==> config.mk <==
export PLATFORM = sky130hd
export DESIGN_NAME = serial_dac_input_port
export DESIGN_NICKNAME = d
export VERILOG_FILES = /design/src/logic/serial_dac_pkg.sv /design/src/logic/serial_dac_input_port.sv /design/src/logic/word_fifo.sv
export SDC_FILE = /design/constraint.sdc
export NUM_CORES = 1
export LEC_CHECK = 0
export BUFFER_PORTS_ARGS = -buffer_cell sky130_fd_sc_hd__buf_2
export CAP_MARGIN = 20
export CORE_MARGIN = 4
export CORE_UTILIZATION = 40
export DETAILED_ROUTE_END_ITERATION = 8
export SLEW_MARGIN = 10
export SYNTH_ARGS = -nofsm -noshare
export SYNTH_HDL_FRONTEND = slang
export SYNTH_HIERARCHICAL = 1
export SYNTH_SLANG_ARGS = --single-unit
==> constraint.sdc <==
create_clock -name core_clk -period 7.82 [get_ports core_clk]
set_input_delay 0.391 -clock core_clk [delete_from_list [all_inputs] [get_ports core_clk]]
set_output_delay 0.391 -clock core_clk [all_outputs]
set_load 0.1 [all_outputs]
==> src/logic/serial_dac_pkg.sv <==
/*
  Constants and carrier types for the serial converter input port.
  Assumes a single core clock domain; all pins arrive asynchronously.
*/
// Functional notes
// RULE1: Host clock, strobe and data pins wire straight to the port's bit-clock, latch-strobe and data inputs.
// RULE2: The host keeps each data bit valid at the falling bit-clock edge where it is sampled.
// RULE3: After a full 16-bit word is shifted, a falling latch-strobe edge loads that word into the latch.
// RULE4: In continuous mode the strobe falling at a word's start latches the word shifted before it.
// RULE5: The port accepts host bit clocks from 94 Hz to 6.25 MHz.
// RULE6: The port accepts a bit clock of up to a quarter of the host oscillator rate.
// RULE7: Latched updates at 500 kSPS are accepted without loss or corruption.
// RULE8: Two host ports may drive two separate converters, each with its own three lines.
// RULE9: Data shifts in on each falling bit-clock edge, sign bit first.
// RULE10: Each word is twos complement, with all zeros meaning midscale.
// RULE11: The shift register always shows the 16 most recent bits; older bits fall away.
// RULE12: The input latch holds its value between falling latch-strobe edges.
package serial_dac_pkg;

  localparam int WORD_BITS = 16;
  localparam int SYNC_STAGES = 3;
  localparam int FIFO_DEPTH = 8;
  localparam int CORE_CLK_HZ = 125000000;
  localparam int MAX_BIT_CLK_HZ = 6250000;
  localparam int MIN_CORE_PER_BIT = CORE_CLK_HZ / MAX_BIT_CLK_HZ;
  localparam int UPDATE_RATE_SPS = 500000;
  localparam int UPDATE_CYCLES = CORE_CLK_HZ / UPDATE_RATE_SPS;

  localparam logic [WORD_BITS-1:0] LATCH_RESET = 16'h0000;
  localparam logic [2:0] SYNC_RESET = 3'h0;

  typedef struct packed {
    logic bitClk;
    logic latchStrobe;
    logic data;
  } pins_t;

  typedef enum logic [1:0] {
    DRAIN_IDLE = 2'b00,
    DRAIN_LOAD = 2'b01
  } drain_t;

endpackage

==> src/logic/serial_dac_input_port.sv <==
/*
  Three-wire serial input port of a 16-bit converter: shift register,
  strobe-driven latch and a word FIFO in front of the converter latch.
  Assumes the host drives bit clock, strobe and data directly, and that
  the converter core accepts a word whenever dacReady is high.
  Total buffering is the FIFO depth; a latch arriving while it is
  full is dropped and flagged on overrun until the next reset.
*/
`timescale 1ns/10ps
module serial_dac_input_port #(
  parameter int WORD_BITS  = serial_dac_pkg::WORD_BITS,
  parameter int FIFO_DEPTH = serial_dac_pkg::FIFO_DEPTH
) (
  // Clock and reset
  input  wire logic                 core_clk,
  input  wire logic                 rstn,
  // Host pins
  input  wire serial_dac_pkg::pins_t hostPins,
  // Converter core side
  input  wire logic                 dacReady,
  output logic [WORD_BITS-1:0]      dacWord,
  output logic                      dacUpdate,
  // Status
  output logic [WORD_BITS-1:0]      shiftWord,
  output logic                      overrun
);

  // ----------------------------------------------------------------
  // Elaboration checks
  // ----------------------------------------------------------------
  initial begin
    if (WORD_BITS != 16) $error("WORD_BITS must be 16");
    if (FIFO_DEPTH < 2) $error("FIFO_DEPTH must be at least 2");
    if (serial_dac_pkg::MIN_CORE_PER_BIT < 8) $error("Core clock too slow for the bit clock");
  end

  // ----------------------------------------------------------------
  // Pin synchronisers
  // ----------------------------------------------------------------
  // Three stages; a change counts once stages two and three agree
  logic [2:0] clkSync_reg, clkSync_next;
  logic [2:0] stbSync_reg, stbSync_next;
  logic [2:0] datSync_reg, datSync_next;
  logic       clkLevel_reg, clkLevel_next;
  logic       stbLevel_reg, stbLevel_next;
  logic       clkFall, stbFall;

  // Pins arrive unrelated to core_clk, so no edge is trusted before stage three
  always_comb begin
    clkSync_next  = {clkSync_reg[1:0], hostPins.bitClk};  // see RULE1
    stbSync_next  = {stbSync_reg[1:0], hostPins.latchStrobe};
    datSync_next  = {datSync_reg[1:0], hostPins.data};
    clkLevel_next = (clkSync_reg[1] == clkSync_reg[2]) ? clkSync_reg[2] : clkLevel_reg;
    stbLevel_next = (stbSync_reg[1] == stbSync_reg[2]) ? stbSync_reg[2] : stbLevel_reg;
    clkFall       = clkLevel_reg && !clkLevel_next;  // see RULE9
    stbFall       = stbLevel_reg && !stbLevel_next;  // see RULE3
  end

  // ----------------------------------------------------------------
  // Shift register and latch
  // ----------------------------------------------------------------
  // Data takes the same three stages as the clock edge, so it is sampled while
  // still valid around the falling edge; hold time on the host is ample.
  logic [WORD_BITS-1:0] shift_reg, shift_next;
  logic [WORD_BITS-1:0] latch_reg, latch_next;
  logic                 latchLoad_reg, latchLoad_next;

  always_comb begin
    shift_next     = shift_reg;
    latch_next     = latch_reg;
    latchLoad_next = 1'b0;
    if (clkFall) begin
      shift_next = {shift_reg[WORD_BITS-2:0], datSync_reg[2]};  // see RULE9 see RULE11
    end
    if (stbFall) begin
      latch_next     = shift_reg;  // see RULE3 see RULE4 see RULE12
      latchLoad_next = 1'b1;
    end
  end

  always_ff @(posedge core_clk or negedge rstn) begin
    if (!rstn) begin
      clkSync_reg   <= serial_dac_pkg::SYNC_RESET;
      stbSync_reg   <= serial_dac_pkg::SYNC_RESET;
      datSync_reg   <= serial_dac_pkg::SYNC_RESET;
      clkLevel_reg  <= 1'b0;
      stbLevel_reg  <= 1'b0;
      shift_reg     <= serial_dac_pkg::LATCH_RESET;
      latch_reg     <= serial_dac_pkg::LATCH_RESET;
      latchLoad_reg <= 1'b0;
    end else begin
      clkSync_reg   <= clkSync_next;
      stbSync_reg   <= stbSync_next;
      datSync_reg   <= datSync_next;
      clkLevel_reg  <= clkLevel_next;
      stbLevel_reg  <= stbLevel_next;
      shift_reg     <= shift_next;
      latch_reg     <= latch_next;
      latchLoad_reg <= latchLoad_next;
    end
  end

  // ----------------------------------------------------------------
  // Word FIFO toward the converter core
  // ----------------------------------------------------------------
  // Latched words queue so a briefly busy core loses no update
  // Limitation: a core stalled for more than FIFO_DEPTH latches drops words
  logic                 fifoInReady, fifoOutValid;
  logic [WORD_BITS-1:0] fifoOutData;

  word_fifo #(
    .WIDTH (WORD_BITS),
    .DEPTH (FIFO_DEPTH)
  ) wordQueue (
    .core_clk (core_clk),
    .rstn     (rstn),
    .inValid  (latchLoad_reg),
    .inReady  (fifoInReady),
    .inData   (latch_reg),
    .outValid (fifoOutValid),
    .outReady (dacReady),
    .outData  (fifoOutData)
  );

  // ----------------------------------------------------------------
  // Output registers
  // ----------------------------------------------------------------
  // Word is passed unchanged: twos complement, zero is midscale
  // Overrun is sticky so a single lost update is never missed by software
  logic [WORD_BITS-1:0] dacWord_reg, dacWord_next;
  logic                 dacUpdate_reg, dacUpdate_next;
  logic                 overrun_reg, overrun_next;

  always_comb begin
    dacWord_next   = dacWord_reg;
    dacUpdate_next = 1'b0;
    overrun_next   = overrun_reg || (latchLoad_reg && !fifoInReady);
    if (fifoOutValid && dacReady) begin
      dacWord_next   = fifoOutData;  // see RULE10 see RULE7
      dacUpdate_next = 1'b1;
    end
  end

  always_ff @(posedge core_clk or negedge rstn) begin
    if (!rstn) begin
      dacWord_reg   <= serial_dac_pkg::LATCH_RESET;
      dacUpdate_reg <= 1'b0;
      overrun_reg   <= 1'b0;
    end else begin
      dacWord_reg   <= dacWord_next;
      dacUpdate_reg <= dacUpdate_next;
      overrun_reg   <= overrun_next;
    end
  end

  assign dacWord   = dacWord_reg;
  assign dacUpdate = dacUpdate_reg;
  assign shiftWord = shift_reg;
  assign overrun   = overrun_reg;

  // ----------------------------------------------------------------
  // Checks: link side
  // ----------------------------------------------------------------
  chk_shift_on_fall: assert property (@(posedge core_clk) disable iff (!rstn)  // see RULE9
    clkFall |=> shift_reg == {$past(shift_reg[WORD_BITS-2:0]), $past(datSync_reg[2])})
    else $error("shift register did not take bit on falling clock");
  chk_shift_hold: assert property (@(posedge core_clk) disable iff (!rstn)  // see RULE11
    !clkFall |=> $stable(shift_reg))
    else $error("shift register moved without a clock edge");
  chk_latch_load: assert property (@(posedge core_clk) disable iff (!rstn)  // see RULE3
    stbFall |=> latch_reg == $past(shift_reg) && latchLoad_reg)
    else $error("latch did not load on strobe fall");
  chk_latch_prev_word: assert property (@(posedge core_clk) disable iff (!rstn)  // see RULE4
    (stbFall && clkFall) |=> latch_reg == $past(shift_reg))
    else $error("latch took the word being started");
  chk_latch_hold: assert property (@(posedge core_clk) disable iff (!rstn)  // see RULE12
    !stbFall |=> $stable(latch_reg))
    else $error("latch changed between strobe falls");
  // Filter: a pin change counts only once stages two and three agree
  chk_clk_filter: assert property (@(posedge core_clk) disable iff (!rstn)  // see RULE9
    (clkSync_reg[1] != clkSync_reg[2]) |=> $stable(clkLevel_reg))
    else $error("bit clock level moved while stages disagreed");
  chk_stb_filter: assert property (@(posedge core_clk) disable iff (!rstn)  // see RULE3
    (stbSync_reg[1] != stbSync_reg[2]) |=> $stable(stbLevel_reg))
    else $error("strobe level moved while stages disagreed");
  chk_load_on_fall: assert property (@(posedge core_clk) disable iff (!rstn)  // see RULE3
    !stbFall |=> !latchLoad_reg)
    else $error("latch load without strobe fall");
  chk_queue_accept: assert property (@(posedge core_clk) disable iff (!rstn)  // see RULE3
    (latchLoad_reg && fifoInReady) |-> ##2 fifoOutValid)
    else $error("accepted word not offered to the core");

  // ----------------------------------------------------------------
  // Checks: converter side
  // ----------------------------------------------------------------
  chk_output_word: assert property (@(posedge core_clk) disable iff (!rstn)  // see RULE10
    (fifoOutValid && dacReady) |=> dacUpdate && dacWord == $past(fifoOutData))
    else $error("converter word not passed unchanged");
  chk_no_loss: assert property (@(posedge core_clk) disable iff (!rstn)  // see RULE7
    (latchLoad_reg && dacReady) |-> fifoInReady)
    else $error("update lost with core ready");
  chk_update_pulse: assert property (@(posedge core_clk) disable iff (!rstn)  // see RULE7
    stbFall |-> ##[2:3] fifoOutValid || !dacReady)
    else $error("latched word did not reach the core in time");
  chk_update_source: assert property (@(posedge core_clk) disable iff (!rstn)  // see RULE7
    dacUpdate_reg |-> $past(fifoOutValid && dacReady))
    else $error("update pulse without a handed word");
  chk_word_hold: assert property (@(posedge core_clk) disable iff (!rstn)  // see RULE12
    !(fifoOutValid && dacReady) |=> $stable(dacWord_reg) && !dacUpdate_reg)
    else $error("converter word changed without a hand-over");
  chk_stall_keep: assert property (@(posedge core_clk) disable iff (!rstn)  // see RULE7
    (fifoOutValid && !dacReady) |=> fifoOutValid && $stable(fifoOutData))
    else $error("queued word lost while core stalled");
  // Overrun only rises on a refused load and never falls until reset
  chk_overrun_sticky: assert property (@(posedge core_clk) disable iff (!rstn)  // see RULE7
    overrun_reg |=> overrun_reg)
    else $error("overrun flag cleared itself");
  chk_overrun_cause: assert property (@(posedge core_clk) disable iff (!rstn)  // see RULE7
    (!overrun_reg && !(latchLoad_reg && !fifoInReady)) |=> !overrun_reg)
    else $error("overrun set without a dropped word");
endmodule

==> src/logic/word_fifo.sv <==
/*
  Small synchronous FIFO with valid/ready on both sides.
  Assumes one clock; read data come from a register.
*/
`timescale 1ns/10ps
module word_fifo #(
  parameter int WIDTH = 16,
  parameter int DEPTH = 8
) (
  // Clock and reset
  input  wire logic             core_clk,
  input  wire logic             rstn,
  // Fill side
  input  wire logic             inValid,
  output logic                  inReady,
  input  wire logic [WIDTH-1:0] inData,
  // Drain side
  output logic                  outValid,
  input  wire logic             outReady,
  output logic [WIDTH-1:0]      outData
);
  localparam int AW = $clog2(DEPTH);

  initial begin
    if (DEPTH < 2 || (1 << AW) != DEPTH) $error("DEPTH must be a power of two");
  end

  logic [WIDTH-1:0] mem [DEPTH];
  logic [AW:0]      wrPtr_reg, wrPtr_next, rdPtr_reg, rdPtr_next;
  logic [WIDTH-1:0] outData_reg, outData_next;
  logic             outValid_reg, outValid_next;
  logic             memEmpty, memFull, doWrite, doRead;
  logic [AW+1:0]    fill;

  always_comb begin
    memEmpty      = wrPtr_reg == rdPtr_reg;
    // Output register counts as one of the DEPTH slots
    fill          = {1'b0, wrPtr_reg - rdPtr_reg} + {{(AW+1){1'b0}}, outValid_reg};
    memFull       = fill >= (AW+2)'(DEPTH);
    doWrite       = inValid && !memFull;
    doRead        = !memEmpty && (!outValid_reg || outReady);
    wrPtr_next    = doWrite ? wrPtr_reg + 1'b1 : wrPtr_reg;
    rdPtr_next    = doRead ? rdPtr_reg + 1'b1 : rdPtr_reg;
    outData_next  = doRead ? mem[rdPtr_reg[AW-1:0]] : outData_reg;
    outValid_next = doRead || (outValid_reg && !outReady);
  end

  always_ff @(posedge core_clk) begin
    if (doWrite) begin
      mem[wrPtr_reg[AW-1:0]] <= inData;
    end
  end

  always_ff @(posedge core_clk or negedge rstn) begin
    if (!rstn) begin
      wrPtr_reg    <= '0;
      rdPtr_reg    <= '0;
      outData_reg  <= '0;
      outValid_reg <= 1'b0;
    end else begin
      wrPtr_reg    <= wrPtr_next;
      rdPtr_reg    <= rdPtr_next;
      outData_reg  <= outData_next;
      outValid_reg <= outValid_next;
    end
  end

  assign inReady  = !memFull;
  assign outValid = outValid_reg;
  assign outData  = outData_reg;
endmodule

### Word-level counts from Yosys, hierarchy flattened

Memory sizes are Yosys's and may differ from the RTL's. A register that Yosys moved wholly into a read port is not among the register bits.
Index checks and enable logic that the tools add are counted.

| operators by class | value |
|---|---|
| $add $sub $neg | 4 |
| multiply operators | 0 |
| divide/modulo/power cells | 0 |
| magnitude comparators | 1 |
| eq/ne operators | 3 |
| shift-type cells | 0 |
| multiplexer cells | 6 |
| bitwise logic cells | 0 |
| reduce and logical (&&, ||, !) cells | 17 |

Operator list:

| cell | count |
|---|---|
| 4-bit by 1-bit adder with 4-bit output (second input constant) | 2 |
| 1-bit logical AND | 7 |
| 1-bit zero test | 7 |
| 1-bit two-way mux | 6 |
| 4-bit by 1-bit adder with 5-bit output | 1 |
| 5-bit by 4-bit >= comparator with 1-bit output (second input constant) | 1 |
| 4-bit == test | 1 |
| 4-bit subtractor | 1 |
| 1-bit logical OR | 3 |
| 1-bit == test | 2 |

| storage, ports and cells | value |
|---|---|
| register bits after elaboration | 71 |
| bits in latches | 0 |
| RAM bits | 128 |
| memory bits (read-only) | 0 |
| logic and storage cells | 46 |
| memories kept | 1 |

Memory list:

| memory | words | bits a word | rd ports | clocked after memory_dff | wr ports | RTL line | source |
|---|---|---|---|---|---|---|---|
| wordQueue.mem | 8 | 16 | 1 | 1 | 1 | word_fifo.sv:28 | `logic [WIDTH-1:0] mem [DEPTH];` |

### Depth between registers and ports, before layout

Gate-level depths: netlist of the first run.

| logic depth | value |
|---|---|
| depth after elaboration | 7 |
| gate-level depth with buffers | 11 |
| depth with buffers taken out | 10 |

### Hierarchy

The synthesis of the first run kept the hierarchy.

Modules (own cells, without submodules):

| module | instances | cells each | area an instance (um^2) | seq. area each (um^2) |
|---|---|---|---|---|
| word_fifo | 1 | 313 | 6029.5 | 4469.3 |
| serial_dac_input_port | 1 | 121 | 2238.4 | 1551.5 |

### Worst setup path before layout of the first run

OpenSTA, ideal clock, no wires.

| timing path | value |
|---|---|
| path type | reg-to-reg |
| start point | register wordQueue.wrPtr_reg[0] |
| end point | memory wordQueue.mem[0][0] (enable) |
| data arrival time | 3.772 ns |
| path slack | 3.618 ns |
| stages on the path, launching flop included | 11 |
| cells stage by stage | dfrtp_1 clkbuf_1 inv_1 ha_1 fa_1 inv_1 ha_1 nor2b_1 nand3_1 mux2_4 nor4_1 |

| on the way | value |
|---|---|
| cells in the longest elaborated chain, start to end | 7 |

Ends and longest elaborated chain:

| element | RTL line | source |
|---|---|---|
| start: declaration | word_fifo.sv:29 | `logic [AW:0] wrPtr_reg, wrPtr_next, rdPtr_reg, rdPtr_next;` |
| start signal: assignment | word_fifo.sv:61 | `wrPtr_reg <= wrPtr_next;` |
| 4-bit subtractor | word_fifo.sv:38 | `fill = {1'b0, wrPtr_reg - rdPtr_reg} + {{(AW+1){1'b0}}, outValid_reg};` |
| 4-bit by 1-bit adder with 5-bit output | word_fifo.sv:38 |  |
| 5-bit by 4-bit >= comparator with 1-bit output | word_fifo.sv:39 | `memFull = fill >= (AW+2)'(DEPTH);` |
| 1-bit zero test | word_fifo.sv:40 | `doWrite = inValid && !memFull;` |
| 1-bit logical AND | word_fifo.sv:40 |  |
| 1-bit two-way mux | word_fifo.sv:49 | `if (doWrite) begin` |
| 1-bit two-way mux (not written as such) | word_fifo.sv:50 | `mem[wrPtr_reg[AW-1:0]] <= inData;` |
| end: declaration | word_fifo.sv:28 |  |

Several ways; a longest one is shown, not always the timed one.

### Final worst setup path of the first run

| timing path | value |
|---|---|
| start point | register wordQueue.rdPtr_reg[0] |
| end point | memory wordQueue.mem[0][15] (enable) |

| on the way | value |
|---|---|
| cells in the longest elaborated chain, start to end | 7 |

Ends and longest elaborated chain:

| element | RTL line | source |
|---|---|---|
| start: declaration | word_fifo.sv:29 |  |
| start signal: assignment | word_fifo.sv:62 | `rdPtr_reg <= rdPtr_next;` |
| 4-bit subtractor | word_fifo.sv:38 |  |
| 4-bit by 1-bit adder with 5-bit output | word_fifo.sv:38 |  |
| 5-bit by 4-bit >= comparator with 1-bit output | word_fifo.sv:39 |  |
| 1-bit zero test | word_fifo.sv:40 |  |
| 1-bit logical AND | word_fifo.sv:40 |  |
| 1-bit two-way mux | word_fifo.sv:49 |  |
| 1-bit two-way mux (not written as such) | word_fifo.sv:50 |  |

Every way passes these cells.

==> results of run 1 <==
## worst register-to-register path, cell delays in order, from the launching register on
cell                      delay, ns
sky130_fd_sc_hd__dfrtp_2       0.38
sky130_fd_sc_hd__buf_4         0.33
sky130_fd_sc_hd__ha_1          0.33
sky130_fd_sc_hd__fa_1          0.52
sky130_fd_sc_hd__inv_1         0.06
sky130_fd_sc_hd__ha_1          0.20
sky130_fd_sc_hd__nor2b_1       0.15
sky130_fd_sc_hd__nand3_1       0.13
sky130_fd_sc_hd__mux2_4        0.38
sky130_fd_sc_hd__nor4_2        0.18
sky130_fd_sc_hd__buf_4         0.32
## layout make-up
cell class	instances	area (um^2)	share of cell area [%]
flip-flops and latches	215	6020	62.8
multi-input cells	191	2150	22.5
clock buffers	32	639	6.67
well taps	270	338	3.53
repair buffers	55	328	3.42
clock inverters	8	61.3	0.640
inverters	11	41.3	0.431
## repair_timing
item | CTS | global route
hold buffers | 4 | 0
setup endpoints to repair | 0 | 0
endpoints found under the hold margin | 46 | 0
## cell families after synthesis
| family | count (synthesis) |
|---|---|
| flip-flops | 215 |
| multiplexers | 102 |
| AND/OR/NAND/NOR | 50 |
| buffers and inverters | 28 |
| AO/OA/AOI/OAI | 20 |
| adder cells (fa/ha/maj) | 10 |
| XOR/XNOR | 9 |
## Yosys cell counts (2+ instances only)
library cell               instances
sky130_fd_sc_hd__nor3b_4           2
sky130_fd_sc_hd__mux2i_1          17
sky130_fd_sc_hd__ha_1              7
sky130_fd_sc_hd__nor3_1            2
sky130_fd_sc_hd__maj3_1            2
sky130_fd_sc_hd__nor2b_1           2
sky130_fd_sc_hd__mux2_2           42
sky130_fd_sc_hd__xnor2_1           7
sky130_fd_sc_hd__nor4_1            6
sky130_fd_sc_hd__edfxtp_1        128
sky130_fd_sc_hd__xor2_1            2
sky130_fd_sc_hd__buf_2            10
sky130_fd_sc_hd__nand2b_1          3
sky130_fd_sc_hd__nor2_1            3
sky130_fd_sc_hd__inv_1            10
sky130_fd_sc_hd__o21ai_0          16
sky130_fd_sc_hd__mux2_4           11
sky130_fd_sc_hd__nand3_1           4
sky130_fd_sc_hd__nand2_1          25
sky130_fd_sc_hd__clkbuf_1          4
sky130_fd_sc_hd__mux4_2           32
sky130_fd_sc_hd__dfrtp_1          87
## stage by stage
step	cell area (um^2)	std cells	util [%]	setup WS (ns)	power [uW]
after detailed placement	8840	738	43.6	4.49	2980
after CTS	9580	782	47.2	4.47	3990
after global placement	8840	738	43.6	4.61	2940
final	9580	782	47.2	4.50	3930
after floorplan	8270	434	-	3.62	2680
after global routing	9580	782	47.2	4.30	4150
## worst min-delay path by stage
stage	start	to	slack, ns
5_1_grt	dacReady	wordQueue/outValid	0.21
3_5_place_dp	clkSync_reg[0]	clkSync_reg[1]	0.35
2_1_floorplan	rstn	clkLevel_reg	0.1
4_1_cts	dacReady	wordQueue/outValid	0.19
6_report	dacReady	wordQueue/outValid	0.21
3_3_place_gp	stbSync_reg[0]	stbSync_reg[1]	0.34
## placed cells by master (no fill, tap or decap), types with 2 or more instances in the layout
| cell | count |
|---|---|
| sky130_fd_sc_hd__clkbuf_8 | 3 |
| sky130_fd_sc_hd__o21ai_0 | 16 |
| sky130_fd_sc_hd__nor2_1 | 3 |
| sky130_fd_sc_hd__nor3b_4 | 2 |
| sky130_fd_sc_hd__clkbuf_16 | 23 |
| sky130_fd_sc_hd__xnor2_1 | 7 |
| sky130_fd_sc_hd__xor2_1 | 2 |
| sky130_fd_sc_hd__buf_2 | 38 |
| sky130_fd_sc_hd__mux4_2 | 32 |
| sky130_fd_sc_hd__nand2_1 | 25 |
| sky130_fd_sc_hd__dfrtp_1 | 86 |
| sky130_fd_sc_hd__maj3_1 | 2 |
| sky130_fd_sc_hd__nor2b_1 | 2 |
| sky130_fd_sc_hd__inv_1 | 10 |
| sky130_fd_sc_hd__dlygate4sd3_1 | 4 |
| sky130_fd_sc_hd__mux2_4 | 11 |
| sky130_fd_sc_hd__nor3_2 | 2 |
| sky130_fd_sc_hd__buf_4 | 13 |
| sky130_fd_sc_hd__edfxtp_1 | 128 |
| sky130_fd_sc_hd__clkbuf_1 | 6 |
| sky130_fd_sc_hd__mux2_2 | 42 |
| sky130_fd_sc_hd__nand2b_1 | 3 |
| sky130_fd_sc_hd__ha_1 | 7 |
| sky130_fd_sc_hd__nand3_1 | 4 |
| sky130_fd_sc_hd__mux2i_1 | 17 |
| sky130_fd_sc_hd__clkinv_1 | 3 |
| sky130_fd_sc_hd__nor4_2 | 6 |
| sky130_fd_sc_hd__clkinv_2 | 4 |
## power groups by stage
stage               Clock [uW]  Combinational (uW)  Sequential (uW)
global route              1080                1460             1620
CTS                       1020                1370             1590
finish                     991                1360             1590
detailed placement           0                1370             1610
floorplan                    0                 658             2030
global placement             0                1340             1600
## per-layer routing
layer  global-route usage [%]  routed length (um)
met1                     19.3                6820
met2                     19.9                6520
met3                     2.77                 636
met4                     3.05                 218
met5                        0                   0
==> impl_metrics.prom, run 1 <==
# TYPE chip_impl_metric gauge
chip_impl_info{name="result_of_the_run",value="complete, no violations"} 1
chip_impl_metric{name="wire_per_inst",unit="um"} 18.1
chip_impl_metric{name="synth_fa_ha_area_share",unit="%"} 1.54
chip_impl_metric{name="synthesis.area",unit="um^2"} 8270
chip_impl_metric{name="insertedDiodeCount",unit=""} 0
chip_impl_metric{name="drt-vias-per-instance",unit=""} 4.99
chip_impl_metric{name="mapped_nets",unit=""} 448
chip_impl_metric{name="drv.max_cap_violation_count",unit=""} 0
chip_impl_metric{name="htreeDepth",unit=""} 1
chip_impl_info{name="yosysTopAreaCell",value="sky130_fd_sc_hd__edfxtp_1"} 1
chip_impl_metric{name="timing.hold.ws",unit="ns"} 0.212
chip_impl_metric{name="post-route-period-util",unit="%"} 42.5
chip_impl_metric{name="drc",unit=""} 0
chip_impl_metric{name="io_pins",unit=""} 40
chip_impl_metric{name="syn_avg_cell_area",unit="um^2"} 19.1
chip_impl_metric{name="synthDistinctLibCells",unit=""} 34
chip_impl_metric{name="cts_repair_resize_count",unit=""} 0
chip_impl_metric{name="worstPathMaxFanout",unit=""} 36
chip_impl_metric{name="final_net_count",unit=""} 510
chip_impl_metric{name="detail-route-antenna-nets",unit=""} 0
chip_impl_metric{name="antenna_violations_before_repair",unit=""} 0
chip_impl_metric{name="cts_setup_buffers",unit=""} 0
chip_impl_info{name="worstHoldPathType",value="in2reg"} 1
chip_impl_metric{name="grt_max_degree",unit=""} 45
chip_impl_metric{name="setup-tns-final",unit="ns"} 0
chip_impl_info{name="crit_end",value="wordQueue/mem[0][15]"} 1
chip_impl_metric{name="switchingPower",unit="uW"} 1470
chip_impl_info{name="synth_ff_type",value="sky130_fd_sc_hd__edfxtp_1"} 1
chip_impl_info{name="worst_path_max_delay_cell",value="sky130_fd_sc_hd__fa_1"} 1
chip_impl_metric{name="finalCriticalPeriod",unit="ns"} 3.32
chip_impl_metric{name="tritoncts_num_sinks",unit=""} 215
chip_impl_metric{name="worst-r2r-setup-slack",unit="ns"} 4.50
chip_impl_metric{name="finClkSkew",unit="ns"} 0.00970
chip_impl_metric{name="synth-edff-count",unit=""} 128
chip_impl_metric{name="share_of_the_synthesized_netlist_area_taken_by_xor_and_xnor_gates",unit="%"} 0.953
chip_impl_metric{name="finalSetupViolations",unit=""} 0
chip_impl_info{name="crit_path_start_kind",value="flip-flop"} 1
chip_impl_metric{name="intPower",unit="uW"} 2460
chip_impl_metric{name="drt-initial-drc-count",unit=""} 218
chip_impl_metric{name="vias",unit=""} 3900
chip_impl_metric{name="power.static_leakage",unit="uW"} 0.00363
chip_impl_metric{name="powerDensity",unit="nW/um^2"} 410
chip_impl_info{name="setup.worst_path.start",value="wordQueue/rdPtr_reg[0]"} 1
chip_impl_metric{name="cp_data_required_time",unit="ns"} 7.99
chip_impl_metric{name="timing_hold_violations_final",unit=""} 0
chip_impl_info{name="synth_top_family_by_area",value="multiplexers"} 1
chip_impl_metric{name="p_seq_share",unit="%"} 40.3
chip_impl_metric{name="relSlewSlack",unit="%"} 36.1
chip_impl_info{name="crit_chain",value="buf_4 -> ha_1 -> fa_1 -> inv_1 -> ha_1 -> nor2b_1 -> nand3_1 -> mux2_4 -> nor4_2 -> buf_4"} 1
chip_impl_metric{name="combPwrFrac",unit="%"} 34.5
chip_impl_info{name="timing.critical_path.max_delay_family",value="adder cells"} 1
chip_impl_info{name="ys_top_cells_by_area",value="sky130_fd_sc_hd__edfxtp_1, sky130_fd_sc_hd__dfrtp_1, sky130_fd_sc_hd__mux4_2, sky130_fd_sc_hd__mux2_2, sky130_fd_sc_hd__mux2i_1"} 1
chip_impl_metric{name="ys_warn_count",unit=""} 6
chip_impl_metric{name="grt_first_pass_wirelength",unit="um"} 23000
chip_impl_metric{name="worst-slew-pin-transition",unit="ns"} 0.957
chip_impl_info{name="r2r-start",value="wordQueue/rdPtr_reg[0]"} 1
chip_impl_metric{name="min_path_cells",unit=""} 3
chip_impl_metric{name="die_h",unit="um"} 152
chip_impl_metric{name="switching_part_of_the_total",unit="%"} 37.4
chip_impl_info{name="timing.rr.end",value="wordQueue/mem[0][15]"} 1
chip_impl_metric{name="p_r_area_growth_vs_syn",unit="%"} 15.9
chip_impl_metric{name="timing.critical_path.arrival",unit="ns"} 3.49
chip_impl_metric{name="worst-r2r-cell-count",unit=""} 10
chip_impl_metric{name="placement_rows",unit=""} 52
chip_impl_info{name="grt_setup_unrepaired",value="false"} 1
chip_impl_metric{name="die_w",unit="um"} 152
chip_impl_metric{name="via_count_of_the_first_global_routing_pass",unit=""} 4136
chip_impl_metric{name="maxSlewViolCount",unit=""} 0
chip_impl_metric{name="synth-simple-area-share",unit="%"} 3.18
chip_impl_info{name="setup.worst_path.class",value="reg2reg"} 1
chip_impl_metric{name="layout.filler_cells",unit=""} 1755
chip_impl_metric{name="cp.buffers_inverters",unit=""} 3
chip_impl_metric{name="complex_gate_fraction_of_the_synthesized_area",unit="%"} 1.30
chip_impl_metric{name="gr-usage-all-layers",unit="%"} 13.0
chip_impl_metric{name="synthesis_stage_register_bit_count",unit=""} 215
chip_impl_info{name="cts_root_buf",value="sky130_fd_sc_hd__clkbuf_16"} 1
chip_impl_metric{name="postSynth.asyncResetShare",unit="%"} 40.5
chip_impl_metric{name="clock_transition_at_the_register_clock_pins_on_the_worst_setup_and_hold_paths_after_cts",unit="ns"} 0.06
chip_impl_metric{name="overflow",unit=""} 0
chip_impl_info{name="cts_tree",value="yes"} 1
chip_impl_metric{name="clkLatencyLatePin",unit="ns"} 0.49
chip_impl_metric{name="initial_core_utilization",unit="%"} 40.7
chip_impl_metric{name="detailed_router_iteration_count_before_antenna_repair",unit=""} 4
chip_impl_metric{name="largest_reg_flops",unit=""} 128
chip_impl_metric{name="max_freq",unit="GHz"} 0.301
chip_impl_metric{name="critical_path_depth",unit=""} 10
chip_impl_metric{name="final_layout_size_suffix_gt1_share",unit="%"} 35.4
chip_impl_metric{name="critPathMaxStageDelay",unit="ns"} 0.52
chip_impl_metric{name="irDropWorstVdd",unit="mV"} 0.288
chip_impl_metric{name="core_region_area",unit="um^2"} 20300
chip_impl_metric{name="finalWirelength",unit="um"} 14200
chip_impl_metric{name="dp.final_hpwl",unit="um"} 9170
chip_impl_metric{name="synth-seq-area-share",unit="%"} 72.8
chip_impl_metric{name="clock_tree.buffer_depth",unit=""} 3
chip_impl_metric{name="netlist.area_leader.share",unit="%"} 46.5
chip_impl_metric{name="synthMuxAreaShare",unit="%"} 18.5
chip_impl_metric{name="fp.dieArea",unit="um^2"} 23000
chip_impl_metric{name="port-buffer-count",unit=""} 39
chip_impl_metric{name="globalplace.congestion",unit=""} 0.739
chip_impl_metric{name="cts_buffers",unit=""} 22
chip_impl_info{name="cp-end-kind",value="flip-flop"} 1
chip_impl_metric{name="power.share.clock",unit="%"} 25.2
chip_impl_metric{name="syn_inst",unit=""} 434
Note: power is estimated with default switching activity, not from simulation.
==> run 2, diff against run 1 <==
ABC_AREA = 1   (was not set)
clock period = 3.1 ns   (was 7.82 ns; I/O delays follow)
==> run 2 against run 1 <==
Compared with the run above:
- clock-buffer cell count unchanged
- area after synthesis up 4.7%
- combinational power up 150%
- first-iteration DRC count increased by 37%
- synthesized cell count grew 72%
- total power increased by 150%
- largest cell class unchanged
- highest routed layer unchanged
==> impl_metrics.prom, run 2 <==
# TYPE chip_impl_metric gauge
chip_impl_metric{name="detail-route-antenna-nets",unit=""} 0
chip_impl_metric{name="grt_max_degree",unit=""} 68
chip_impl_metric{name="p_r_area_growth_vs_syn",unit="%"} 13.4
chip_impl_info{name="grt_setup_unrepaired",value="false"} 1
chip_impl_info{name="crit_path_start_kind",value="flip-flop"} 1
chip_impl_metric{name="drv.max_cap_violation_count",unit=""} 0
chip_impl_metric{name="setup-tns-final",unit="ns"} 0
chip_impl_metric{name="final_net_count",unit=""} 806
chip_impl_info{name="yosys.cell_count.top_type",value="sky130_fd_sc_hd__nand2_1"} 1
chip_impl_metric{name="cp_data_required_time",unit="ns"} 3.27
chip_impl_metric{name="finalCriticalPeriod",unit="ns"} 2.66
chip_impl_metric{name="netlist.area_leader.share",unit="%"} 44.4
chip_impl_info{name="yosysTopAreaCell",value="sky130_fd_sc_hd__edfxtp_1"} 1
chip_impl_info{name="worst_path_max_delay_cell",value="sky130_fd_sc_hd__fa_1"} 1
chip_impl_metric{name="mapped_nets",unit=""} 761
chip_impl_metric{name="synth-seq-area-share",unit="%"} 69.6
chip_impl_metric{name="postSynth.asyncResetShare",unit="%"} 40.5
chip_impl_metric{name="post-route-util",unit="%"} 46.4
chip_impl_metric{name="grt_use_met1",unit="%"} 20.6
chip_impl_metric{name="insertedDiodeCount",unit=""} 0
chip_impl_metric{name="grt_met3_usage",unit="%"} 2.20
chip_impl_metric{name="layout.filler_cells",unit=""} 1926
chip_impl_metric{name="tritoncts_num_sinks",unit=""} 215
chip_impl_metric{name="intPower",unit="uW"} 5810
chip_impl_metric{name="worstPathMaxFanout",unit=""} 16
chip_impl_info{name="globalRoute.busiestLayer",value="met2"} 1
chip_impl_metric{name="fp.dieArea",unit="um^2"} 24000
chip_impl_metric{name="final_layout_size_suffix_gt1_share",unit="%"} 13.7
chip_impl_metric{name="switchingPower",unit="uW"} 3880
chip_impl_metric{name="timing.critical_path.arrival",unit="ns"} 2.83
chip_impl_metric{name="clkLatencyLatePin",unit="ns"} 0.49
chip_impl_metric{name="synthesis_stage_register_bit_count",unit=""} 215
chip_impl_info{name="r2r-start",value="wordQueue/wrPtr_reg[0]"} 1
chip_impl_metric{name="die_w",unit="um"} 155
chip_impl_info{name="result_of_the_run",value="complete, no violations"} 1
chip_impl_metric{name="ys_warn_count",unit=""} 6
chip_impl_metric{name="grt_first_pass_wirelength",unit="um"} 27600
chip_impl_info{name="timing.rr.end",value="wordQueue/mem[4][12]"} 1
chip_impl_info{name="holdCritStartpoint",value="hostPins[1]"} 1
chip_impl_metric{name="timing_hold_violations_final",unit=""} 0
chip_impl_metric{name="combPwrFrac",unit="%"} 35.1
chip_impl_metric{name="synthDistinctLibCells",unit=""} 30
chip_impl_metric{name="clock_tree.buffer_depth",unit=""} 3
chip_impl_info{name="setup.worst_path.class",value="reg2reg"} 1
chip_impl_metric{name="worst-r2r-setup-slack",unit="ns"} 0.44
chip_impl_metric{name="power.static_leakage",unit="uW"} 0.00402
chip_impl_metric{name="antenna_violations_before_repair",unit=""} 0
chip_impl_info{name="synthTopCellsByCount",value="sky130_fd_sc_hd__nand2_1, sky130_fd_sc_hd__edfxtp_1, sky130_fd_sc_hd__nor2_1"} 1
chip_impl_metric{name="drt-vias-per-instance",unit=""} 4.95
chip_impl_info{name="ys_top_cells_by_area",value="sky130_fd_sc_hd__edfxtp_1, sky130_fd_sc_hd__dfrtp_1, sky130_fd_sc_hd__nand2_1, sky130_fd_sc_hd__nor2_1, sky130_fd_sc_hd__o21ai_0"} 1
chip_impl_metric{name="io_pins",unit=""} 40
chip_impl_metric{name="power.share.clock",unit="%"} 26.0
chip_impl_info{name="layout_common_cells",value="sky130_fd_sc_hd__nand2_1, sky130_fd_sc_hd__edfxtp_1, sky130_fd_sc_hd__nor2_1, sky130_fd_sc_hd__dfrtp_1, sky130_fd_sc_hd__o21ai_0"} 1
chip_impl_metric{name="drt-initial-drc-count",unit=""} 299
chip_impl_metric{name="gr-usage-all-layers",unit="%"} 13.9
chip_impl_metric{name="placement_rows",unit=""} 53
chip_impl_metric{name="worst-slew-pin-transition",unit="ns"} 0.852
chip_impl_metric{name="min_path_cells",unit=""} 2
chip_impl_metric{name="synth-edff-count",unit=""} 128
chip_impl_metric{name="htreeDepth",unit=""} 1
chip_impl_metric{name="post-route-period-util",unit="%"} 85.7
chip_impl_info{name="setup.worst_path.start",value="wordQueue/wrPtr_reg[0]"} 1
chip_impl_metric{name="maxSlewViolCount",unit=""} 0
chip_impl_metric{name="switching_part_of_the_total",unit="%"} 40.1
chip_impl_info{name="synth_ff_type",value="sky130_fd_sc_hd__edfxtp_1"} 1
chip_impl_metric{name="largest_reg_flops",unit=""} 128
chip_impl_metric{name="syn_inst",unit=""} 747
chip_impl_metric{name="cts_hold_repair_buffers",unit=""} 5
chip_impl_metric{name="wire_per_inst",unit="um"} 15.2
chip_impl_metric{name="dp.final_hpwl",unit="um"} 10600
chip_impl_info{name="cts_root_buf",value="sky130_fd_sc_hd__clkbuf_16"} 1
chip_impl_info{name="layout.cells.most_common",value="sky130_fd_sc_hd__nand2_1"} 1
chip_impl_metric{name="cts_setup_buffers",unit=""} 0
chip_impl_metric{name="multi_input_logic_area",unit="um^2"} 2280
chip_impl_info{name="worstHoldPathType",value="in2reg"} 1
chip_impl_metric{name="cts_buffers",unit=""} 23
chip_impl_metric{name="cts_repair_resize_count",unit=""} 0
chip_impl_metric{name="core_region_area",unit="um^2"} 21200
chip_impl_metric{name="via_count_of_the_first_global_routing_pass",unit=""} 5218
chip_impl_metric{name="critPathMaxStageDelay",unit="ns"} 0.50
chip_impl_metric{name="powerDensity",unit="nW/um^2"} 988
chip_impl_metric{name="p_seq_share",unit="%"} 38.8
chip_impl_metric{name="synthesis.area",unit="um^2"} 8650
chip_impl_metric{name="grt_use_met2",unit="%"} 21.6
chip_impl_metric{name="irDropWorstVdd",unit="mV"} 0.819
chip_impl_metric{name="relSlewSlack",unit="%"} 43.2
chip_impl_metric{name="drc",unit=""} 0
chip_impl_metric{name="detailed_router_iteration_count_before_antenna_repair",unit=""} 4
chip_impl_info{name="cts_tree",value="yes"} 1
chip_impl_metric{name="regArea",unit="um^2"} 6020
chip_impl_metric{name="vias",unit=""} 5365
chip_impl_metric{name="finalSetupViolations",unit=""} 0
chip_impl_metric{name="initial_core_utilization",unit="%"} 40.9
chip_impl_metric{name="max_freq",unit="GHz"} 0.377
chip_impl_metric{name="clock_transition_at_the_register_clock_pins_on_the_worst_setup_and_hold_paths_after_cts",unit="ns"} 0.06
chip_impl_metric{name="globalplace.congestion",unit=""} 0.770
chip_impl_metric{name="syn_avg_cell_area",unit="um^2"} 11.6
chip_impl_info{name="cp-end-kind",value="flip-flop"} 1
chip_impl_metric{name="finClkSkew",unit="ns"} 0.00817
chip_impl_metric{name="finalWirelength",unit="um"} 16500
chip_impl_info{name="whs_endpoint",value="stbSync_reg[0]"} 1
chip_impl_metric{name="worst-r2r-cell-count",unit=""} 11
chip_impl_info{name="crit_chain",value="inv_1 -> ha_1 -> fa_1 -> inv_1 -> ha_1 -> nor2_2 -> nand3_2 -> nand2_4 -> nand3_2 -> nor2_1 -> buf_4"} 1
chip_impl_metric{name="port-buffer-count",unit=""} 39
chip_impl_metric{name="die_h",unit="um"} 155
chip_impl_metric{name="overflow",unit=""} 0
[run 2: cell types whose count changed after synthesis, sizes merged, moves of 17 or more]
cell and delta:
mux4 -32, nor2 +107, nand2 +151, mux2 -53, o21ai +49, nand3 +28, buf +20, nand4 +32
o211ai +32, mux2i -17
[run 2: how the worst max path moves through the flow]
stage / endpoint / cells past startpoint
after floorplan: wordQueue/mem[2][0] / 10
final: wordQueue/mem[4][12] / 11
after global routing: wordQueue/mem[7][9] / 11
after CTS: wordQueue/mem[4][4] / 11
after global placement: wordQueue/mem[5][9] / 11
after detailed placement: wordQueue/mem[4][13] / 11
[run 2: cell families after synthesis]
family,Yosys count,synth area share [%]
compound gates,103,6.98
xor+xnor,5,0.506
fa+ha+maj,8,1.24
buf+inv,64,4.06
flops,215,69.6
simple gates,352,17.6
[run 2: layout make-up]
type / count / area share (%)
clock inverters: 9 / 0.689
well taps: 275 / 3.51
repair buffers: 60 / 3.75
clock buffers: 32 / 6.52
flip-flops and latches: 215 / 61.4
multi-input cells: 468 / 23.2
inverters: 24 / 0.918
[run 2: layer usage]
layer | routed length (um) | vias up
met3 | 878 | 25
met2 | 7190 | 105
met5 | 0 | -
met1 | 8040 | 2553
met4 | 348 | 0
li1 | - | 2682
[run 2: per-stage QoR]
stage               worst slack [ns]  std cells  power (uW)  hold WS [ns]  area [um^2]
floorplan                      0.175        747        6570        -0.141         8650
global placement               0.484       1037        7180         0.263         9060
detailed placement             0.437       1037        7240         0.265         9060
CTS                            0.435       1083        9810         0.284         9810
global route                   0.242       1083       10300         0.313         9810
finish                         0.444       1083        9690         0.302         9810
[run 2: power by group through the flow]
stage	Clock [uW]	Combinational, uW	Sequential [uW]
2_1_floorplan	0	1830	4730
3_3_place_gp	0	3380	3800
3_5_place_dp	0	3420	3830
4_1_cts	2600	3440	3770
5_1_grt	2710	3770	3830
6_report	2520	3400	3760
[run 2: critical path: cells and delay by family (launching register included)]
kind                       cells  cell delay (ns)
buffers and inverters          3             0.44
and+or+nand+nor                5             0.52
DFF                            1             0.44
adders and majority gates      3             0.93
==> run 3, diff against run 2 <==
PLACE_DENSITY = 0.67   (was not set)
==> run 3 against run 2 <==
Compared with the run above:
- worst setup slack worse by 0.019 ns
- hold slack worse by 0.14 ns
- register-to-register slack worse by 0.02 ns
- clock power up 15%
- sequential share of layout area down 0.66 points
- die area unchanged
- core utilization up 0.49 points
- sequential power about the same
- global-route usage up 0.38 points
- combinational power about the same
- clock-buffer cell count down 8
- largest power group unchanged
==> impl_metrics.prom, run 3 (synthesis gave the netlist of run 2 again) <==
# TYPE chip_impl_metric gauge
chip_impl_info{name="crit_chain",value="inv_1 -> ha_1 -> fa_1 -> inv_1 -> ha_1 -> nor2_2 -> nand3_2 -> nand2_4 -> nand3_2 -> nor2_1 -> buf_4"} 1
chip_impl_info{name="cts_root_buf",value="sky130_fd_sc_hd__clkbuf_16"} 1
chip_impl_metric{name="cp.buffers_inverters",unit=""} 3
chip_impl_metric{name="final_area",unit="um^2"} 9920
chip_impl_metric{name="final_layout_size_suffix_gt1_share",unit="%"} 14.0
chip_impl_metric{name="htreeDepth",unit=""} 1
chip_impl_metric{name="placement_rows",unit=""} 53
chip_impl_metric{name="cts_setup_buffers",unit=""} 0
chip_impl_metric{name="placed_inst_area",unit="um^2"} 9060
chip_impl_metric{name="die_h",unit="um"} 155
chip_impl_metric{name="overflow",unit=""} 0
chip_impl_metric{name="port-buffer-count",unit=""} 39
chip_impl_metric{name="maxSlewViolCount",unit=""} 0
chip_impl_info{name="result_of_the_run",value="complete, no violations"} 1
chip_impl_metric{name="drc",unit=""} 0
chip_impl_metric{name="layout.filler_cells",unit=""} 1886
chip_impl_metric{name="finalWirelength",unit="um"} 16700
chip_impl_metric{name="max_freq",unit="GHz"} 0.374
chip_impl_metric{name="post-route-period-util",unit="%"} 86.3
chip_impl_metric{name="initial_core_utilization",unit="%"} 40.9
chip_impl_metric{name="insertedDiodeCount",unit=""} 0
chip_impl_metric{name="tritoncts_num_sinks",unit=""} 215
chip_impl_metric{name="finClkSkew",unit="ns"} 0.00778
chip_impl_metric{name="finalCriticalPeriod",unit="ns"} 2.67
chip_impl_metric{name="grt_max_degree",unit=""} 67
chip_impl_info{name="layout_common_cells",value="sky130_fd_sc_hd__nand2_1, sky130_fd_sc_hd__edfxtp_1, sky130_fd_sc_hd__nor2_1, sky130_fd_sc_hd__dfrtp_1, sky130_fd_sc_hd__o21ai_0"} 1
chip_impl_metric{name="grt_first_pass_wirelength",unit="um"} 28000
chip_impl_metric{name="final_net_count",unit=""} 805
chip_impl_metric{name="detail-route-antenna-nets",unit=""} 0
chip_impl_metric{name="timing_hold_violations_final",unit=""} 0
chip_impl_metric{name="gr-usage-all-layers",unit="%"} 14.2
chip_impl_metric{name="clock_tree.buffer_depth",unit=""} 3
chip_impl_metric{name="largest_reg_flops",unit=""} 128
chip_impl_metric{name="clock_transition_at_the_register_clock_pins_on_the_worst_setup_and_hold_paths_after_cts",unit="ns"} 0.06
chip_impl_metric{name="detailed_router_iteration_count_before_antenna_repair",unit=""} 4
chip_impl_metric{name="relSlewSlack",unit="%"} 53.1
chip_impl_metric{name="fp.dieArea",unit="um^2"} 24000
chip_impl_metric{name="antenna_violations_before_repair",unit=""} 0
chip_impl_metric{name="die_w",unit="um"} 155
chip_impl_metric{name="finalSetupViolations",unit=""} 0
chip_impl_metric{name="drv.max_cap_violation_count",unit=""} 0
chip_impl_metric{name="clkLatencyLatePin",unit="ns"} 0.50
chip_impl_metric{name="vias",unit=""} 5475
chip_impl_metric{name="p_r_area_growth_vs_syn",unit="%"} 14.6
chip_impl_metric{name="core_region_area",unit="um^2"} 21200
chip_impl_info{name="setup.worst_path.class",value="reg2reg"} 1
chip_impl_metric{name="finalPower",unit="uW"} 10100
chip_impl_info{name="worstHoldPathType",value="in2async"} 1
chip_impl_info{name="crit_path_start_kind",value="flip-flop"} 1
chip_impl_info{name="cp-end-kind",value="flip-flop"} 1
chip_impl_metric{name="io_pins",unit=""} 40
chip_impl_info{name="timing.critical_path.max_delay_family",value="adder cells"} 1
chip_impl_info{name="grt_setup_unrepaired",value="false"} 1
chip_impl_metric{name="timing.critical_path.arrival",unit="ns"} 2.85
chip_impl_info{name="cts_tree",value="yes"} 1
chip_impl_metric{name="power.static_leakage",unit="uW"} 0.00407
chip_impl_info{name="layout.cells.most_common",value="sky130_fd_sc_hd__nand2_1"} 1
chip_impl_metric{name="worst-slew-pin-transition",unit="ns"} 0.702
chip_impl_metric{name="critPathMaxStageDelay",unit="ns"} 0.50
chip_impl_metric{name="irDropWorstVdd",unit="mV"} 0.589
chip_impl_metric{name="wire_per_inst",unit="um"} 15.5
chip_impl_metric{name="cts_repair_resize_count",unit=""} 0
chip_impl_metric{name="drt-vias-per-instance",unit=""} 5.06
chip_impl_metric{name="via_count_of_the_first_global_routing_pass",unit=""} 5358
chip_impl_metric{name="cts_buffers",unit=""} 23
chip_impl_metric{name="setup-tns-final",unit="ns"} 0
chip_impl_metric{name="dp.final_hpwl",unit="um"} 10400
chip_impl_metric{name="globalplace.congestion",unit=""} 0.802
chip_impl_metric{name="cp_data_required_time",unit="ns"} 3.28
chip_impl_info{name="worst_path_max_delay_cell",value="sky130_fd_sc_hd__fa_1"} 1
chip_impl_metric{name="powerDensity",unit="nW/um^2"} 1020
chip_impl_metric{name="worstPathMaxFanout",unit=""} 16
chip_impl_metric{name="drt-initial-drc-count",unit=""} 485
==> run 3: changes by cell type in the layout (fill, tap and decap cells not counted) <==
cell	previous run	this run
sky130_fd_sc_hd__dfrtp_1	85	86
sky130_fd_sc_hd__clkbuf_1	6	1
sky130_fd_sc_hd__clkinvlp_2	0	1
sky130_fd_sc_hd__dfrtp_2	2	1
sky130_fd_sc_hd__buf_12	0	1
sky130_fd_sc_hd__buf_4	17	15
sky130_fd_sc_hd__clkinv_2	2	3
sky130_fd_sc_hd__inv_6	0	1
sky130_fd_sc_hd__clkbuf_8	3	0
sky130_fd_sc_hd__clkinv_4	1	0
sky130_fd_sc_hd__bufinv_16	1	6
==> run 3: per-stage QoR <==
stage	setup slack, ns	instances	hold slack [ns]	utilization (%)
4_1_cts	0.423	1081	0.166	46.9
5_1_grt	0.203	1081	0.221	46.9
6_report	0.425	1081	0.162	46.9
2_1_floorplan	0.175	747	-0.141	-
3_3_place_gp	0.476	1036	0.161	42.8
3_5_place_dp	0.438	1036	0.163	42.8
==> run 3: worst reg2reg max path: cells and delay by family, from the launching register on <==
family        cells  cell delay (ns)
flops             1             0.44
fa+ha+maj         3             0.93
simple gates      5             0.54
buf+inv           3             0.45
==> run 3: area by class of cell <==
type	count	area (um^2)	share of cell area, %
flip-flops and latches	215	6020	60.7
inverters	24	90.1	0.908
multi-input cells	468	2280	23.0
well taps	275	344	3.47
clock buffers	24	579	5.84
clock inverters	16	228	2.30
repair buffers	59	373	3.76
==> run 3: final timing paths <==
path                                        end  cells past startpoint  slack [ns]                    from
max                        wordQueue/mem[6][14]                     11        0.43  wordQueue/wrPtr_reg[0]
min                               latch_reg[10]                      2        0.16                    rstn
min reg2reg                      stbSync_reg[1]                      0        0.35          stbSync_reg[0]
max reg2reg                wordQueue/mem[6][14]                     11        0.43  wordQueue/wrPtr_reg[0]
max in group asynchronous  wordQueue/outData[6]                      3        2.20                    rstn
min in group core_clk            clkSync_reg[0]                      2        0.30             hostPins[2]
==> run 3: timing repair <==
action | 4_1_cts | 5_1_grt
hold buffers | 5 | 0
hold endpoints to repair | 37 | 0
endpoints found under the setup margin | 0 | 0
==> run 3: power by group <==
part | internal (uW) | switching (uW)
clock | 1850 | 1050
combinational | 827 | 2600
sequential | 3470 | 298
total | 6140 | 3950
==> run 3: per-layer routing <==
layer / part of all wire (%) / track usage, %
met5: 0 / 0
met4: 2.7 / 4.29
met3: 5.5 / 2.89
met2: 44 / 21.4
met1: 48 / 21.0
